## src/hdl/csxe_pkg.sv

```systemverilog
/*
 * Shared constants for the subtract / swap / exclusive-OR execute slice:
 * opcode codes, status bit positions, reset values, register offsets.
 * Assumes the instruction decoder and the register port both use these codes.
 */
package csxe_pkg;

    // Data path width
    localparam int unsigned CSXE_DATA_W = 8;
    // File address width, addresses 0 to 127
    localparam int unsigned CSXE_FADDR_W = 7;
    // Register port address width
    localparam int unsigned CSXE_RADDR_W = 4;

    // Instruction codes driven by the decoder
    typedef enum logic [3:0] {
        CSXE_OP_NONE   = 4'h0, // No operation
        CSXE_OP_SLEEP  = 4'h1, // Enter sleep
        CSXE_OP_LSUB   = 4'h2, // literal_subtract_op
        CSXE_OP_FSUB   = 4'h3, // file_subtract_op
        CSXE_OP_FSUBB  = 4'h4, // file_subtract_borrow_op
        CSXE_OP_NSWAP  = 4'h5, // nibble_swap_op
        CSXE_OP_DIRLD  = 4'h6, // direction_load_op
        CSXE_OP_LXOR   = 4'h7, // literal_xor_op
        CSXE_OP_FXOR   = 4'h8  // file_xor_op
    } csxe_op_t;

    // Status bit positions
    localparam int unsigned CSXE_ST_CARRY = 0;
    localparam int unsigned CSXE_ST_DC = 1;
    localparam int unsigned CSXE_ST_ZERO = 2;
    localparam int unsigned CSXE_ST_PD = 3;
    localparam int unsigned CSXE_ST_TO = 4;

    // Status reset values
    localparam logic CSXE_RST_CARRY = 1'b0;
    localparam logic CSXE_RST_DC = 1'b0;
    localparam logic CSXE_RST_ZERO = 1'b0;
    localparam logic CSXE_RST_PD = 1'b1;
    localparam logic CSXE_RST_TO = 1'b1;

    // Other reset values
    localparam logic [7:0] CSXE_RST_W = 8'h00;
    localparam logic [7:0] CSXE_RST_DIR = 8'hFF;
    localparam logic [7:0] CSXE_ZERO8 = 8'h00;

    // Direction-load operand codes
    localparam logic [7:0] CSXE_DIR_A_SEL = 8'h05;
    localparam logic [7:0] CSXE_DIR_B_SEL = 8'h06;
    localparam logic [7:0] CSXE_DIR_C_SEL = 8'h07;

    // Register port offsets
    localparam logic [3:0] CSXE_REG_W = 4'h0;
    localparam logic [3:0] CSXE_REG_STATUS = 4'h1;
    localparam logic [3:0] CSXE_REG_DIR_A = 4'h2;
    localparam logic [3:0] CSXE_REG_DIR_B = 4'h3;
    localparam logic [3:0] CSXE_REG_DIR_C = 4'h4;
    localparam logic [3:0] CSXE_REG_WDOG = 4'h5;
    localparam logic [3:0] CSXE_REG_WPRE = 4'h6;

    // Watchdog defaults
    localparam int unsigned CSXE_WDOG_W = 8;
    localparam int unsigned CSXE_WPRE_W = 8;

endpackage : csxe_pkg

```

## src/hdl/csxe_sub8.sv

```systemverilog
/*
 * Two's complement subtractor: minuend + ~subtrahend + carry in.
 * Assumes carry in is 1 for a plain subtract, the carry flag for borrow.
 */
`timescale 1ns/10ps
`default_nettype none

module csxe_sub8 #(
    parameter int unsigned W = 8 // Operand width, at least 4
) (
    input wire logic [W-1:0] min_i, // Minuend
    input wire logic [W-1:0] sub_i, // Subtrahend
    input wire logic cin_i, // 1 means no borrow pending
    output logic [W-1:0] res_o, // Difference
    output logic carry_o, // 1 when no borrow out
    output logic dcarry_o // 1 when no borrow out of low nibble
);

    logic [W:0] full_sum; // Full width sum with carry out
    logic [4:0] low_sum; // Low nibble sum with carry out

    // Adding the inverse keeps one adder for all three subtract forms
    assign full_sum = {1'b0, min_i} + {1'b0, ~sub_i} + {{W{1'b0}}, cin_i};
    assign low_sum = {1'b0, min_i[3:0]} + {1'b0, ~sub_i[3:0]} + {4'h0, cin_i};

    // Split results
    assign res_o = full_sum[W-1:0];
    assign carry_o = full_sum[W];
    assign dcarry_o = low_sum[4];

endmodule // csxe_sub8

`default_nettype wire

```

## src/hdl/csxe_exec.sv

```systemverilog
/*
 * Execute slice for sleep, subtract, nibble swap, direction load and XOR.
 * Holds the working register, status flags, direction registers and a
 * small watchdog counter with prescaler. Assumes the decoder presents one
 * instruction per cycle with the addressed file value already read.
 */
// Operation
// - Sleep clears powerdown, sets timeout only
// - Sleep zeroes watchdog counter and prescaler
// - Literal minus W into W, flags
// - Literal subtract carry: W at most literal
// - File minus W, addresses 0-127, flags
// - File subtract carry: W at most file
// - Borrow subtract removes W and borrow
// - Destination 0 to W, 1 to file
// - Swap nibbles, flags untouched
// - Direction load W into A/B/C
// - Literal XOR into W, zero only
// - File XOR to destination, zero only
`timescale 1ns/10ps
`default_nettype none

module csxe_exec
    import csxe_pkg::*;
#(
    parameter int unsigned WDOG_W = CSXE_WDOG_W, // Watchdog counter width
    parameter int unsigned WPRE_W = CSXE_WPRE_W // Watchdog prescaler width
) (
    input wire logic core_clk_i, // Core clock, 40 MHz
    input wire logic rst_b_i, // Asynchronous reset, active low
    input wire logic instr_valid_i, // Instruction present this cycle
    input wire logic [3:0] instr_op_i, // Instruction code
    input wire logic [7:0] instr_operand_i, // Literal, file address or select
    input wire logic instr_dest_i, // Destination bit
    input wire logic [7:0] file_rdata_i, // Value of addressed file register
    input wire logic [3:0] reg_addr_i, // Register port address
    input wire logic [7:0] reg_wdata_i, // Register port write data
    input wire logic reg_wr_i, // Register write strobe
    input wire logic reg_rd_i, // Register read strobe
    output logic [7:0] reg_rdata_o, // Read data, cycle after strobe
    output logic [7:0] w_o, // Working register
    output logic carry_o, // Carry flag
    output logic digit_carry_flag_o, // Digit carry flag
    output logic zero_o, // Zero flag
    output logic timeout_flag_o, // Time-out flag
    output logic powerdown_flag_o, // Power-down flag
    output logic file_we_o, // File write pulse
    output logic [6:0] file_addr_o, // File write address
    output logic [7:0] file_wdata_o, // File write data
    output logic [7:0] port_a_direction_o, // Port A direction
    output logic [7:0] port_b_direction_o, // Port B direction
    output logic [7:0] port_c_direction_o, // Port C direction
    output logic [WDOG_W-1:0] watchdog_counter_o, // Watchdog count
    output logic sleep_o // One-cycle pulse after sleep executes
);

    // Architectural state
    logic [7:0] w_q; // Working register
    logic carry_q; // Carry
    logic dc_q; // Digit carry
    logic zero_q; // Zero
    logic to_q; // Time-out
    logic pd_q; // Power-down
    logic [7:0] dir_a_q; // Port A direction
    logic [7:0] dir_b_q; // Port B direction
    logic [7:0] dir_c_q; // Port C direction
    logic [WDOG_W-1:0] wdog_q; // Watchdog counter
    logic [WPRE_W-1:0] wpre_q; // Watchdog prescaler
    logic file_we_q; // File write pulse
    logic [6:0] file_addr_q; // File write address
    logic [7:0] file_wdata_q; // File write data
    logic sleep_q; // Sleep pulse
    logic [7:0] rdata_q; // Read data

    // Decode results
    logic [7:0] res_d; // Result of this instruction
    logic w_we_d; // Result goes to W
    logic f_we_d; // Result goes to file
    logic upd_c_d; // Carry updated
    logic upd_dc_d; // Digit carry updated
    logic upd_z_d; // Zero updated
    logic sleep_d; // Sleep executes
    logic dir_a_we_d; // Load port A direction
    logic dir_b_we_d; // Load port B direction
    logic dir_c_we_d; // Load port C direction

    // Subtractor wiring
    logic [7:0] sub_min; // Minuend
    logic sub_cin; // Carry in
    logic [7:0] sub_res; // Difference
    logic sub_c; // Carry out
    logic sub_dc; // Digit carry out

    // Bus write decodes
    logic wr_w; // Write W
    logic wr_st; // Write status

    assign wr_w = reg_wr_i && (reg_addr_i == CSXE_REG_W);
    assign wr_st = reg_wr_i && (reg_addr_i == CSXE_REG_STATUS);

    // Literal for the literal form, file value otherwise
    assign sub_min = (instr_op_i == CSXE_OP_LSUB) ? instr_operand_i : file_rdata_i;
    // Pending borrow is the inverse of carry, so carry feeds straight in
    assign sub_cin = (instr_op_i == CSXE_OP_FSUBB) ? carry_q : 1'b1;

    // Shared subtractor for all three subtract forms
    csxe_sub8 #(
        .W(CSXE_DATA_W)
    ) u_sub (
        .min_i(sub_min),
        .sub_i(w_q),
        .cin_i(sub_cin),
        .res_o(sub_res),
        .carry_o(sub_c),
        .dcarry_o(sub_dc)
    );

    // Instruction decode and result select
    always_comb begin
        res_d = CSXE_ZERO8;
        w_we_d = 1'b0;
        f_we_d = 1'b0;
        upd_c_d = 1'b0;
        upd_dc_d = 1'b0;
        upd_z_d = 1'b0;
        sleep_d = 1'b0;
        dir_a_we_d = 1'b0;
        dir_b_we_d = 1'b0;
        dir_c_we_d = 1'b0;
        if (instr_valid_i) begin
            unique case (instr_op_i)
                CSXE_OP_SLEEP: begin
                    sleep_d = 1'b1;
                end
                CSXE_OP_LSUB: begin
                    // Always lands in W
                    res_d = sub_res;
                    w_we_d = 1'b1;
                    upd_c_d = 1'b1;
                    upd_dc_d = 1'b1;
                    upd_z_d = 1'b1;
                end
                CSXE_OP_FSUB, CSXE_OP_FSUBB: begin
                    res_d = sub_res;
                    w_we_d = !instr_dest_i;
                    f_we_d = instr_dest_i;
                    upd_c_d = 1'b1;
                    upd_dc_d = 1'b1;
                    upd_z_d = 1'b1;
                end
                CSXE_OP_NSWAP: begin
                    // No flag update at all
                    res_d = {file_rdata_i[3:0], file_rdata_i[7:4]};
                    w_we_d = !instr_dest_i;
                    f_we_d = instr_dest_i;
                end
                CSXE_OP_DIRLD: begin
                    // Other selects are ignored
                    dir_a_we_d = (instr_operand_i == CSXE_DIR_A_SEL);
                    dir_b_we_d = (instr_operand_i == CSXE_DIR_B_SEL);
                    dir_c_we_d = (instr_operand_i == CSXE_DIR_C_SEL);
                end
                CSXE_OP_LXOR: begin
                    res_d = w_q ^ instr_operand_i;
                    w_we_d = 1'b1;
                    upd_z_d = 1'b1;
                end
                CSXE_OP_FXOR: begin
                    res_d = w_q ^ file_rdata_i;
                    w_we_d = !instr_dest_i;
                    f_we_d = instr_dest_i;
                    upd_z_d = 1'b1;
                end
                CSXE_OP_NONE: begin
                    // Idle slot
                end
                default: begin
                    // Unknown codes do nothing
                end
            endcase
        end
    end

    // Working register; execution beats a same-cycle bus write
    always_ff @(posedge core_clk_i or negedge rst_b_i) begin
        if (!rst_b_i) begin
            w_q <= CSXE_RST_W;
        end else if (w_we_d) begin
            w_q <= res_d;
        end else if (wr_w) begin
            w_q <= reg_wdata_i;
        end
    end

    // Arithmetic flags; hardware update wins over software write
    always_ff @(posedge core_clk_i or negedge rst_b_i) begin
        if (!rst_b_i) begin
            carry_q <= CSXE_RST_CARRY;
            dc_q <= CSXE_RST_DC;
            zero_q <= CSXE_RST_ZERO;
        end else begin
            if (upd_c_d) begin
                carry_q <= sub_c;
            end else if (wr_st) begin
                carry_q <= reg_wdata_i[CSXE_ST_CARRY];
            end
            if (upd_dc_d) begin
                dc_q <= sub_dc;
            end else if (wr_st) begin
                dc_q <= reg_wdata_i[CSXE_ST_DC];
            end
            if (upd_z_d) begin
                zero_q <= (res_d == CSXE_ZERO8);
            end else if (wr_st) begin
                zero_q <= reg_wdata_i[CSXE_ST_ZERO];
            end
        end
    end

    // Time-out and power-down; sleep wins over a same-cycle write
    always_ff @(posedge core_clk_i or negedge rst_b_i) begin
        if (!rst_b_i) begin
            to_q <= CSXE_RST_TO;
            pd_q <= CSXE_RST_PD;
        end else if (sleep_d) begin
            to_q <= 1'b1;
            pd_q <= 1'b0;
        end else if (wr_st) begin
            to_q <= reg_wdata_i[CSXE_ST_TO];
            pd_q <= reg_wdata_i[CSXE_ST_PD];
        end
    end

    // Direction registers, loaded only by the instruction
    always_ff @(posedge core_clk_i or negedge rst_b_i) begin
        if (!rst_b_i) begin
            dir_a_q <= CSXE_RST_DIR;
            dir_b_q <= CSXE_RST_DIR;
            dir_c_q <= CSXE_RST_DIR;
        end else begin
            if (dir_a_we_d) begin
                dir_a_q <= w_q;
            end
            if (dir_b_we_d) begin
                dir_b_q <= w_q;
            end
            if (dir_c_we_d) begin
                dir_c_q <= w_q;
            end
        end
    end

    // Watchdog: prescaler ticks every cycle, counter on prescaler wrap.
    // Counter wraps silently; time-out handling lives outside this slice.
    always_ff @(posedge core_clk_i or negedge rst_b_i) begin
        if (!rst_b_i) begin
            wpre_q <= '0;
            wdog_q <= '0;
        end else if (sleep_d) begin
            wpre_q <= '0;
            wdog_q <= '0;
        end else begin
            wpre_q <= wpre_q + 1'b1;
            if (&wpre_q) begin
                wdog_q <= wdog_q + 1'b1;
            end
        end
    end

    // File write port and sleep pulse, one cycle after execution
    always_ff @(posedge core_clk_i or negedge rst_b_i) begin
        if (!rst_b_i) begin
            file_we_q <= 1'b0;
            file_addr_q <= '0;
            file_wdata_q <= CSXE_ZERO8;
            sleep_q <= 1'b0;
        end else begin
            file_we_q <= f_we_d;
            file_addr_q <= instr_operand_i[CSXE_FADDR_W-1:0];
            file_wdata_q <= res_d;
            sleep_q <= sleep_d;
        end
    end

    // Read data; valid only in the cycle after the strobe, zero elsewhere
    always_ff @(posedge core_clk_i or negedge rst_b_i) begin
        if (!rst_b_i) begin
            rdata_q <= CSXE_ZERO8;
        end else if (reg_rd_i) begin
            unique case (reg_addr_i)
                CSXE_REG_W: rdata_q <= w_q;
                CSXE_REG_STATUS: rdata_q <= {3'b000, to_q, pd_q, zero_q, dc_q, carry_q};
                CSXE_REG_DIR_A: rdata_q <= dir_a_q;
                CSXE_REG_DIR_B: rdata_q <= dir_b_q;
                CSXE_REG_DIR_C: rdata_q <= dir_c_q;
                CSXE_REG_WDOG: rdata_q <= 8'(wdog_q);
                CSXE_REG_WPRE: rdata_q <= 8'(wpre_q);
                default: rdata_q <= CSXE_ZERO8; // Unmapped reads zero
            endcase
        end else begin
            rdata_q <= CSXE_ZERO8;
        end
    end

    // Outputs straight from flops
    assign reg_rdata_o = rdata_q;
    assign w_o = w_q;
    assign carry_o = carry_q;
    assign digit_carry_flag_o = dc_q;
    assign zero_o = zero_q;
    assign timeout_flag_o = to_q;
    assign powerdown_flag_o = pd_q;
    assign file_we_o = file_we_q;
    assign file_addr_o = file_addr_q;
    assign file_wdata_o = file_wdata_q;
    assign port_a_direction_o = dir_a_q;
    assign port_b_direction_o = dir_b_q;
    assign port_c_direction_o = dir_c_q;
    assign watchdog_counter_o = wdog_q;
    assign sleep_o = sleep_q;

    // Checks; bus writes excluded so flag stability is meaningful
    logic exec_clean; // Instruction without a concurrent bus write
    logic [7:0] dest_seen; // Result wherever it landed
    assign exec_clean = instr_valid_i && !reg_wr_i;
    assign dest_seen = file_we_q ? file_wdata_q : w_q;

    property p_sleep_flags;
        @(posedge core_clk_i) disable iff (!rst_b_i)
        exec_clean && instr_op_i == CSXE_OP_SLEEP |=>
            to_q && !pd_q && $stable(carry_q) && $stable(dc_q) && $stable(zero_q);
    endproperty
    a_sleep_flags: assert property (p_sleep_flags)
        else $error("sleep flag update wrong");

    property p_sleep_wdog;
        @(posedge core_clk_i) disable iff (!rst_b_i)
        instr_valid_i && instr_op_i == CSXE_OP_SLEEP |=> wdog_q == '0 && wpre_q == '0;
    endproperty
    a_sleep_wdog: assert property (p_sleep_wdog)
        else $error("watchdog not cleared by sleep");

    property p_lsub;
        @(posedge core_clk_i) disable iff (!rst_b_i)
        instr_valid_i && instr_op_i == CSXE_OP_LSUB |=>
            w_q == 8'($past(instr_operand_i) - $past(w_q)) && !file_we_q;
    endproperty
    a_lsub: assert property (p_lsub)
        else $error("literal subtract result wrong");

    property p_lsub_flags;
        @(posedge core_clk_i) disable iff (!rst_b_i)
        instr_valid_i && instr_op_i == CSXE_OP_LSUB |=>
            carry_q == ($past(w_q) <= $past(instr_operand_i))
            && dc_q == ($past(w_q[3:0]) <= $past(instr_operand_i[3:0]));
    endproperty
    a_lsub_flags: assert property (p_lsub_flags)
        else $error("literal subtract carry wrong");

    property p_fsub;
        @(posedge core_clk_i) disable iff (!rst_b_i)
        exec_clean && instr_op_i == CSXE_OP_FSUB |=>
            dest_seen == 8'($past(file_rdata_i) - $past(w_q));
    endproperty
    a_fsub: assert property (p_fsub)
        else $error("file subtract result wrong");

    property p_fsub_flags;
        @(posedge core_clk_i) disable iff (!rst_b_i)
        instr_valid_i && instr_op_i == CSXE_OP_FSUB |=>
            carry_q == ($past(w_q) <= $past(file_rdata_i))
            && dc_q == ($past(w_q[3:0]) <= $past(file_rdata_i[3:0]));
    endproperty
    a_fsub_flags: assert property (p_fsub_flags)
        else $error("file subtract carry wrong");

    property p_fsubb;
        @(posedge core_clk_i) disable iff (!rst_b_i)
        exec_clean && instr_op_i == CSXE_OP_FSUBB |=>
            dest_seen == 8'($past(file_rdata_i) - $past(w_q) - {7'h00, !$past(carry_q)});
    endproperty
    a_fsubb: assert property (p_fsubb)
        else $error("borrow subtract result wrong");

    property p_dest;
        @(posedge core_clk_i) disable iff (!rst_b_i)
        exec_clean && instr_op_i == CSXE_OP_FXOR && instr_dest_i |=>
            file_we_q && file_addr_q == $past(instr_operand_i[6:0]) && $stable(w_q)
            ##1 (!file_we_q || $past(instr_valid_i && instr_dest_i));
    endproperty
    a_dest: assert property (p_dest)
        else $error("file destination handling wrong");

    property p_swap;
        @(posedge core_clk_i) disable iff (!rst_b_i)
        exec_clean && instr_op_i == CSXE_OP_NSWAP |=>
            dest_seen == {$past(file_rdata_i[3:0]), $past(file_rdata_i[7:4])}
            && $stable(carry_q) && $stable(dc_q) && $stable(zero_q);
    endproperty
    a_swap: assert property (p_swap)
        else $error("nibble swap wrong");

    property p_dir_b;
        @(posedge core_clk_i) disable iff (!rst_b_i)
        instr_valid_i && instr_op_i == CSXE_OP_DIRLD && instr_operand_i == CSXE_DIR_B_SEL |=>
            dir_b_q == $past(w_q) && $stable(dir_a_q) && $stable(dir_c_q);
    endproperty
    a_dir_b: assert property (p_dir_b)
        else $error("direction load wrong");

    property p_lxor;
        @(posedge core_clk_i) disable iff (!rst_b_i)
        exec_clean && instr_op_i == CSXE_OP_LXOR |=>
            w_q == ($past(w_q) ^ $past(instr_operand_i)) && $stable(carry_q) && $stable(dc_q);
    endproperty
    a_lxor: assert property (p_lxor)
        else $error("literal xor wrong");

    property p_fxor;
        @(posedge core_clk_i) disable iff (!rst_b_i)
        exec_clean && instr_op_i == CSXE_OP_FXOR |=>
            dest_seen == ($past(w_q) ^ $past(file_rdata_i)) && $stable(carry_q);
    endproperty
    a_fxor: assert property (p_fxor)
        else $error("file xor wrong");

    property p_zero;
        @(posedge core_clk_i) disable iff (!rst_b_i)
        instr_valid_i && (instr_op_i == CSXE_OP_LSUB || instr_op_i == CSXE_OP_LXOR) |=>
            zero_q == (w_q == 8'h00);
    endproperty
    a_zero: assert property (p_zero)
        else $error("zero flag wrong");

endmodule // csxe_exec

`default_nettype wire

```

## config.mk

```make
export PLATFORM = sky130hd
export DESIGN_NAME = csxe_exec
export DESIGN_NICKNAME = d
export VERILOG_FILES = /design/src/hdl/csxe_pkg.sv /design/src/hdl/csxe_sub8.sv /design/src/hdl/csxe_exec.sv
export SDC_FILE = /design/constraint.sdc
export NUM_CORES = 1
export LEC_CHECK = 0
export ABC_AREA = 1
export BUFFER_PORTS_ARGS = -buffer_cell sky130_fd_sc_hd__clkbuf_2
export CAP_MARGIN = 5
export CORE_MARGIN = 2
export CORE_UTILIZATION = 50
export DETAILED_ROUTE_END_ITERATION = 6
export GPL_TIMING_DRIVEN = 0
export HOLD_SLACK_MARGIN = 0.15
export PLACE_DENSITY = 0.82
export RECOVER_POWER = 50
export SETUP_SLACK_MARGIN = 0.5
export SLEW_MARGIN = 0
export SYNTH_ARGS = -nofsm -noshare
export SYNTH_HDL_FRONTEND = slang
export SYNTH_SLANG_ARGS = --single-unit
```

## constraint.sdc

```tcl
create_clock -name core_clk_i -period 2.45 [get_ports core_clk_i]
set_input_delay 0.1225 -clock core_clk_i [delete_from_list [all_inputs] [get_ports core_clk_i]]
set_output_delay 0.1225 -clock core_clk_i [all_outputs]
set_load 0.1 [all_outputs]
```

Word level (Yosys, flattened, before mapping)
Cells that the tools add are included.
W data, S select, Z words.

storage, ports and cells
  register bits = 78
  bits in latches = 0
  RAM bits = 0
  memory bits (read-only) = 0
  bits of input ports = 38
  output and inout port bits = 70
  logic and storage cells = 95
  memories = 0

operators by class
  add/subtract/negate cells = 6
  multiply operators = 0
  divide/modulo/power cells = 0
  order comparisons = 0
  eq/ne operators = 17
  shift-type cells = 0
  muxes and demuxes = 37
  bitwise logic cells = 4
  reductions and logical operators = 15

operators with widths
  cell                   count
  $mux W8                8
  $pmux W8 S7            1
  $pmux W8 S4            1
  $eq A4 B3 Y1 const B   7
  $mux W1                26
  $eq A8 B3 Y1 const B   3
  $add A8 B1 Y8 const B  2
  $eq A4 B2 Y1 const B   4
  $xor A8 B8 Y8          2
  $reduce_bool A2 Y1     5
  $add A8 B8 Y9          1
  $add A9 B1 Y9          1
  $eq A4 B1 Y1 const B   2
  $logic_not A8 Y1       1
  $not A8 Y8             1
  $reduce_and A8 Y1      1
  $add A4 B4 Y5          1
  $add A5 B1 Y5          1
  $reduce_or A5 Y1       1
  $eq A4 B4 Y1 const B   1
  $logic_not A4 Y1       1
  $not A4 Y4             1
  $reduce_or A4 Y1       1
  $reduce_or A3 Y1       1
  4 further kinds        5

Longest topological paths before layout
Gate-level depths: netlist of the first run.

  depth after elaboration = 8
  depth in mapped cells = 19
  mapped depth without buffers = 19

Modules after synthesis
A second synthesis of the first run with hierarchy kept.

second synthesis, totals
  cells, all modules = 602
  area total of the unflattened synthesis = 4533.1 um^2

by module, submodules not included
  module     times used  cells each  area an instance (um^2)  seq. area each (um^2)
  csxe_exec  1           526         4116.4                   1984.4
  csxe_sub8  1           76          416.6                    0.0

Worst setup path before layout of the first run
Ideal clock, no wire load.

  kind = register -> register
  start = register w_q[0] (netlist: w_o[0])
  end = register w_q[4] (netlist: w_o[4])
  library setup time = 0.087 ns
  arrival time = 2.687 ns
  required time = 2.363 ns
  slack = -0.324 ns
  cell stages (with the launch flop) = 15
  path buffers = 0
  period minus slack after synthesis = 2.774 ns
  path through = dfrtp_1 -> inv_1 -> fa_1 -> inv_1 -> fa_1 -> inv_1 -> nand3_1 -> nand3_1 -> nand2_1 -> nand2_1 -> o21ai_0 -> inv_1 -> a21oi_1 -> nand2_1 -> o211ai_1

between the ends
  longest elaborated chain between the ends = 6

RTL lines
  element                   RTL line          source
  start: declaration        csxe_exec.sv:58   logic [7:0] w_q;
  start signal: assignment  csxe_exec.sv:189  w_q <= res_d;
  start signal: assignment  csxe_exec.sv:191  w_q <= reg_wdata_i;
  $not A8 Y8                csxe_sub8.sv:23   assign full_sum = {1'b0, min_i} + {1'b0, ~sub_i} + {{W{1'b0}}, cin_i};
  $add A8 B8 Y9             csxe_sub8.sv:23
  $add A9 B1 Y9             csxe_sub8.sv:23
  $pmux W8 S4               csxe_exec.sv:131  unique case (instr_op_i)
  $mux W8                   csxe_exec.sv:130  if (instr_valid_i) begin
  named net res_d[4]        csxe_exec.sv:76   logic [7:0] res_d;
  $mux W8                   csxe_exec.sv:188  end else if (w_we_d) begin

The timed path passes the listed nets, and every way through them passes these cells.
A chain may end at the register's enable or synchronous reset.

Final worst setup path of the first run
  start = register carry_q (netlist: carry_o)
  end = register w_q[4] (netlist: w_o[4])

between the ends
  longest elaborated chain between the ends = 5

RTL lines
  element                   RTL line          source
  start: declaration        csxe_exec.sv:59   logic carry_q;
  start signal: assignment  csxe_exec.sv:203  carry_q <= sub_c;
  start signal: assignment  csxe_exec.sv:205  carry_q <= reg_wdata_i[CSXE_ST_CARRY];
  $mux W1                   csxe_exec.sv:104  assign sub_cin = (instr_op_i == CSXE_OP_FSUBB) ? carry_q : 1'b1;
  $add A9 B1 Y9             csxe_sub8.sv:23
  $pmux W8 S4               csxe_exec.sv:131
  $mux W8                   csxe_exec.sv:130
  named net res_d[4]        csxe_exec.sv:76
  $mux W8                   csxe_exec.sv:188

The timed path passes the listed nets, and every way through them passes these cells.

==> results of run 1 <==
## synth_stat cells, types with 4 or more instances
cell      number
o22ai_1        7
clkbuf_1       4
o21ai_0       50
dfrtp_1       52
nand3_1       62
nand2_1      168
a31oi_1        7
nor2_1        33
inv_1         86
a21oi_1       25
o211ai_1      10
dfstp_2       26
a221oi_1       4
nor3_1        10
ha_1           9
## per-layer routing
layer  share of wire (%)  up-vias
met2                  49      235
met4                 3.4        0
li1                    -     2211
met1                  39     2237
met5                   0        -
met3                 8.6       40
## tightest hold or removal path, delay by kind of cell
kind	cells	cell delay, ns
and+or+nand+nor	2	0.18
buffers and inverters	2	0.15
AOI/OAI and AO/OA	1	0.07
## worst min path at each step
stage	startpoint	endpoint	slack (ns)	cells past startpoint
global placement	instr_operand_i[4]	file_addr_o[4]$_DFF_PN0_	0.25	1
global route	file_rdata_i[3]	file_wdata_o[7]$_DFF_PN0_	0.17	3
detailed placement	rst_b_i	reg_rdata_o[6]$_DFF_PN0_	0.03	1
CTS	reg_rd_i	reg_rdata_o[2]$_DFF_PN0_	0.15	3
finish	reg_wr_i	powerdown_flag_o$_DFFE_PN1P_	0.17	5
floorplan	rst_b_i	digit_carry_flag_o$_DFFE_PN0P_	-0.17	0
## flip-flops by register name, summed over array words and instances (netlist names)
register	cells
wpre_q	8
port_a_direction_o	8
file_addr_o	7
watchdog_counter_o	8
file_wdata_o	8
port_b_direction_o	8
timeout_flag_o	1
w_o	8
file_we_o	1
port_c_direction_o	8
zero_o	1
reg_rdata_o	8
powerdown_flag_o	1
carry_o	1
sleep_o	1
digit_carry_flag_o	1
## placed cells by master, fill, tap and decap left out, types with 16 or more instances in the layout
master / synthesis / layout
a21oi_1: 25 / 21
buf_4: 0 / 16
clkbuf_1: 4 / 29
clkbuf_2: 0 / 81
dfrtp_1: 52 / 40
dfstp_2: 26 / 26
dlygate4sd3_1: 0 / 17
inv_1: 86 / 76
nand2_1: 168 / 156
nand3_1: 62 / 51
nor2_1: 33 / 31
o21ai_0: 50 / 45
## cell families after synthesis
family | Yosys count | synth area share [%]
and+or+nand+nor | 284 | 27.7
AOI/OAI and AO/OA | 113 | 15.1
buffers and inverters | 95 | 8.40
DFF | 78 | 45.3
adders and majority gates | 11 | 3.49
## power groups by stage
stage	combinational [mW]	clock, mW	sequential, mW
after global placement	1.31	0	1.59
after CTS	1.44	0.919	1.56
after detailed placement	1.34	0	1.59
final	1.50	0.916	1.57
after floorplan	0.510	0	2.06
after global routing	1.61	0.982	1.58
## area by class of cell
| cell class | count | area (um^2) | area share [%] |
|---|---|---|---|
| plain buffers | 8 | 51.3 | 0.891 |
| clock buffers | 11 | 151 | 2.63 |
| clock inverters | 5 | 33.8 | 0.587 |
| inverters | 87 | 333 | 5.78 |
| multi-input cells | 408 | 2210 | 38.5 |
| flip-flops and latches | 78 | 2020 | 35.1 |
| well taps | 108 | 135 | 2.35 |
| repair buffers | 143 | 820 | 14.2 |
## metrics by stage
stage | worst slack [ns] | setup TNS [ns] | utilization [%] | instance area (um^2)
final | 0.156 | 0 | 67.0 | 5750
after global routing | 0.0333 | 0 | 67.0 | 5750
after CTS | 0.179 | 0 | 65.8 | 5650
after detailed placement | -0.435 | -3.05 | 59.9 | 5150
after global placement | -0.406 | -2.57 | 59.5 | 5120
after floorplan | 0.242 | 0 | - | 4450
## repair_timing
| action | 4_1_cts | 5_1_grt |
|---|---|---|
| endpoints found under the hold margin | 76 | 0 |
| hold buffers | 17 | 0 |
| resized for setup | 25 | 29 |
| setup endpoints to repair | 17 | 21 |
| buffers inserted | 9 | 9 |
| gates cloned | 0 | 0 |
| pin swaps | 11 | 16 |
==> flow_summary.toml, run 1 <==
[synthesis]
ys_ff_latch = 78
synth.avg_cell_area_um2 = 7.54
synth_area_leader_cell = "dfrtp_1"
netlist_instances = 581
async_flop_share_pct = 100
ys_types = 33
seq_area_frac_synth_pct = 45.3
synth_top_area_share_pct = 29.7
syn_nets = 630
ys.flop_type = "dfrtp_1"
syn_area_mm2 = 0.00438
synth_area_leaders = "dfrtp_1, dfstp_2, nand2_1"
synth.yosys.warnings = 0
synth-edff-count = 0

[critical_path]
critPathSlowestCell = "dfrtp_4"
rrSetupSlack_ns = 0.16
crit_arrival_ns = 2.57
r2r-end = "w_o[4]$_DFFE_PN0P_"
cp_top_family = "adder cells"
crit_path_cell_trace = "inv_2, nand3_2, fa_2, inv_2, fa_2, inv_2, nand3_2, nand3_4, nand2_2, nand2_2, o21ai_2, inv_2, a21oi_2, nand2_1, o211ai_1"
rr_startpoint = "carry_o$_DFFE_PN0P_"
endpoint_kind = "flop"
reg2regPathDepth = 15
worstPathRequired_ns = 2.73
path_class = "reg -> reg"
crit_top_cell = "inv_2"
path_buf_inv = 4
critPathLaunch = "carry_o$_DFFE_PN0P_"
cp_max_fo = 3
worst-path-stages = 15
setup.worst_path.end = "w_o[4]$_DFFE_PN0P_"
worst_setup_path_start_kind = "flop"
slowest_delay_ns = 0.49

[timing]
rsz0062_at_grt = "true"
report.final.slew_viol_count = 0
fin_crit_sh_pct = 93.6
finClkSkew_ns = 0.00999
worst_pin_slew_ns = 1.19
setup_violations = 0
slew_headroom_pct = 21.1
max_clock_freq_mhz = 436
min_period_ns = 2.29
timing.final.hold_violations = 0
whs_ns = 0.167

[floorplan]
dieArea_mm2 = 0.00952
fp-row-count = 34
fp.dieW_um = 97.6
start_util_pct = 50.9
die-height_um = 97.6
core-area_mm2 = 0.00859
ios = 108

[clock_network]
root_buffer = "clkbuf_8"
clk_pin_slew_ns = 0.09
h-tree-depth = 3
clk_latency_ns = 0.36
cts_tree = "built"
cts.sinks = 78
clock_path_buffers = 2
cts_buffers = 9

[power]
power.share.clock_pct = 23.0
p_sw_share_pct = 44.0
power_frac_seq_pct = 39.4
switching_power_mw = 1.75
p_comb_share_pct = 37.6
p_int_mw = 2.23
total_power_mw = 3.98
powerDensity_mw_per_mm2 = 692
max-vdd-ir-drop_v = 0.000459
power.leakage_nw = 2.82

[global_route]
grt_max_degree = 66
grt_pass1_vias = 4490
use_met1_pct = 38.1
antenna_found_initial = 0
met2_usage_pct = 49.4
grt_use_met3_pct = 4.89
grt.busiest_layer = "met2"
globalRoute.totalOverflow = 0
grt_usage_pct = 29.6
grt_pass1_wl_mm = 22.2

[worst_hold_path]
hold_class = "in -> reg"

[detailed_routing]
drc = 2
viasPerCell = 5.57
drt_wl_total_mm = 14.3
vias = 4723
ant_nets = 0
drtPass1Iterations = 7
wl_per_cell_um = 16.8
first_iter_violations = 324

[placed_design]
gp_congestion = 0.935
dp_cells = 797
dp_hpwl_mm = 10.4
io_buffers = 107

[layout]
fillCellCount = 745
diodes = 0
area_delta_synth_final_pct = 31.4
drive_above_1_share_pct = 29.9
final_cells = 848
final_nets = 784

[outcome]
status = "complete, but fails checks"
violations = "DRC"

[job]
maxCapViolCount = 0
Power figures use the tool's default switching activity.
==> inputs of run 2 (changes only) <==
- CORE_UTILIZATION: 50 -> 45
- PLACE_DENSITY: 0.82 -> 0.75
==> run 2 against run 1 <==
The run now ends clean. Clock skew about the same. Critical path depth unchanged. Via count shrank 0.42%. Routed wire length down 0.14%. Maximum frequency fell by 0.37%. Sequential power is essentially flat. Clock power is 20% higher. Die area is 11% higher. Worst hold slack improved by 0.012 ns. Critical path type unchanged. Largest cell class unchanged.
==> flow_summary.toml, run 2 (synthesized netlist as in run 1, its figures left out) <==
[outcome]
status = "completed"

[worst_hold_path]
min_path_cells = 3
min_from = "reg_rd_i"
hold_class = "in -> reg"
holdPathEnd = "reg_rdata_o[0]$_DFF_PN0_"

[detailed_routing]
wl_per_cell_um = 16.3
viasPerCell = 5.39
vias = 4703
first_iter_violations = 306
drt_wl_total_mm = 14.2
ant_nets = 0
drc = 0
drtPass1Iterations = 5

[floorplan]
fp-row-count = 35
start_util_pct = 46.9
fp.dieW_um = 103
core-area_mm2 = 0.00933
dieArea_mm2 = 0.0105
ios = 108
die-height_um = 103

[layout]
final_cells = 873
final_common_cell = "nand2_1"
layout_common_cells = "nand2_1, clkbuf_2, inv_1"
area_delta_synth_final_pct = 34.5
drive_above_1_share_pct = 30.6
diodes = 0
final_util_pct = 63.1
final_nets = 788

[global_route]
grt_usage_pct = 27.3
grt_pass1_vias = 4449
antenna_found_initial = 0
globalRoute.totalOverflow = 0
grt_pass1_wl_mm = 22.1
grt_max_degree = 62

[placed_design]
io_buffers = 107
dp_cells = 818
gp_congestion = 0.899
place_worst_setup_slack_ns = -0.445
dp_hpwl_mm = 10.4

[critical_path]
path_buf_inv = 4
crit_top_cell = "inv_2"
cp_top_family = "simple AND/OR/NAND/NOR gates"
path_class = "reg -> reg"
crit_path_cell_trace = "inv_2, nand3_2, fa_2, inv_2, fa_2, inv_2, nand3_2, nand3_4, nor2_2, o21ai_1, inv_1, nand3_1, nor2_1, nand3_1, a21oi_2"
worst_setup_path_start_kind = "flop"
rrSetupSlack_ns = 0.15
critPathSlowestCell = "dfrtp_4"
worstPathRequired_ns = 2.73
rr_startpoint = "carry_o$_DFFE_PN0P_"
slowest_delay_ns = 0.48
endpoint_kind = "flop"
reg2regPathDepth = 15
cp_max_fo = 3
crit_arrival_ns = 2.59
r2r-end = "zero_o$_DFFE_PN0P_"

[clock_network]
cts.sinks = 78
cts_tree = "built"
clk_latency_ns = 0.35
clock_path_buffers = 2
clk_pin_slew_ns = 0.08
root_buffer = "clkbuf_8"
cts_buffers = 9
h-tree-depth = 3

[timing]
rsz0062_at_grt = "true"
timing.final.hold_violations = 0
min_period_ns = 2.30
worst_pin_slew_ns = 1.18
fin_crit_sh_pct = 94.0
slew_headroom_pct = 21.5
whs_ns = 0.178
setup_violations = 0
max_clock_freq_mhz = 434
finClkSkew_ns = 0.00993
timing.final.ws_setup_ns = 0.147
report.final.slew_viol_count = 0

[power]
max-vdd-ir-drop_v = 0.000433
powerDensity_mw_per_mm2 = 712
power.leakage_nw = 2.86

[job]
maxCapViolCount = 0
run 2: changes by cell type in the layout (fill, tap and decap cells not counted), sizes merged:
cell | previous run | this run
clkinv | 3 | 1
bufinv | 0 | 2
clkinvlp | 3 | 2
inv | 86 | 87
buf | 21 | 26
clkbuf | 124 | 122
dlygate4sd3 | 17 | 18
run 2: area by class of cell:
cell class	count	area [um^2]
Tap cell	129	161
Buffer	8	52.6
Fill cell	848	3440
Clock inverter	5	81.3
Sequential cell	78	2020
Inverter	87	333
Timing Repair Buffer	147	860
Multi-Input combinational cell	408	2240
Clock buffer	11	141
run 2: repair_timing:
item                                   CTS  global route
pin swaps                               10            23
buffers inserted                        12             9
setup endpoints to repair               16            20
gates resized for setup                 33            31
endpoints found under the hold margin   82             0
hold buffers                            18             0
run 2: power by group:
group          switching, mW  internal [mW]  leakage (nW)  total [mW]
Combinational           1.14          0.388          1.82        1.53
Sequential             0.130           1.44         0.928        1.57
Clock                  0.491          0.604         0.110        1.10
Total                   1.76           2.43          2.86        4.19
run 2: worst max path at each step:
| stage | from | end | cells after the start |
|---|---|---|---|
| after global placement | instr_op_i[1] | w_o[4]$_DFFE_PN0P_ | 18 |
| final | carry_o$_DFFE_PN0P_ | zero_o$_DFFE_PN0P_ | 15 |
| after CTS | carry_o$_DFFE_PN0P_ | zero_o$_DFFE_PN0P_ | 15 |
| after detailed placement | instr_op_i[1] | w_o[4]$_DFFE_PN0P_ | 18 |
| after floorplan | w_o[0]$_DFFE_PN0P_ | zero_o$_DFFE_PN0P_ | 15 |
| after global routing | carry_o$_DFFE_PN0P_ | zero_o$_DFFE_PN0P_ | 15 |
run 2: stage by stage:
step / area, um^2 / total power [mW] / setup TNS [ns]
4_1_cts: 5770 / 4.12 / 0
6_report: 5890 / 4.19 / 0
3_5_place_dp: 5170 / 2.93 / -2.56
3_3_place_gp: 5140 / 2.90 / -2.30
2_1_floorplan: 4450 / 2.57 / 0
5_1_grt: 5890 / 4.39 / 0
run 2: metal layers:
metal / track usage (%) / share of wire [%] / routed length, um / up-vias
li1: - / - / - / 2229
met1: 36.3 / 42 / 5950 / 2225
met2: 46.0 / 48 / 6870 / 216
met3: 4.81 / 7.6 / 1080 / 33
met4: 7.79 / 2.3 / 329 / 0
met5: 0 / 0 / 0 / -
run 2: worst reg2reg max path, cell delays in order (launching register included):
cell and delay (ns):
dfrtp_4 0.48, inv_2 0.07, nand3_2 0.08, fa_2 0.41, inv_2 0.07, fa_2 0.21
inv_2 0.06, nand3_2 0.07, nand3_4 0.10, nor2_2 0.11, o21ai_1 0.08, inv_1 0.08
nand3_1 0.07, nor2_1 0.10, nand3_1 0.10, a21oi_2 0.14
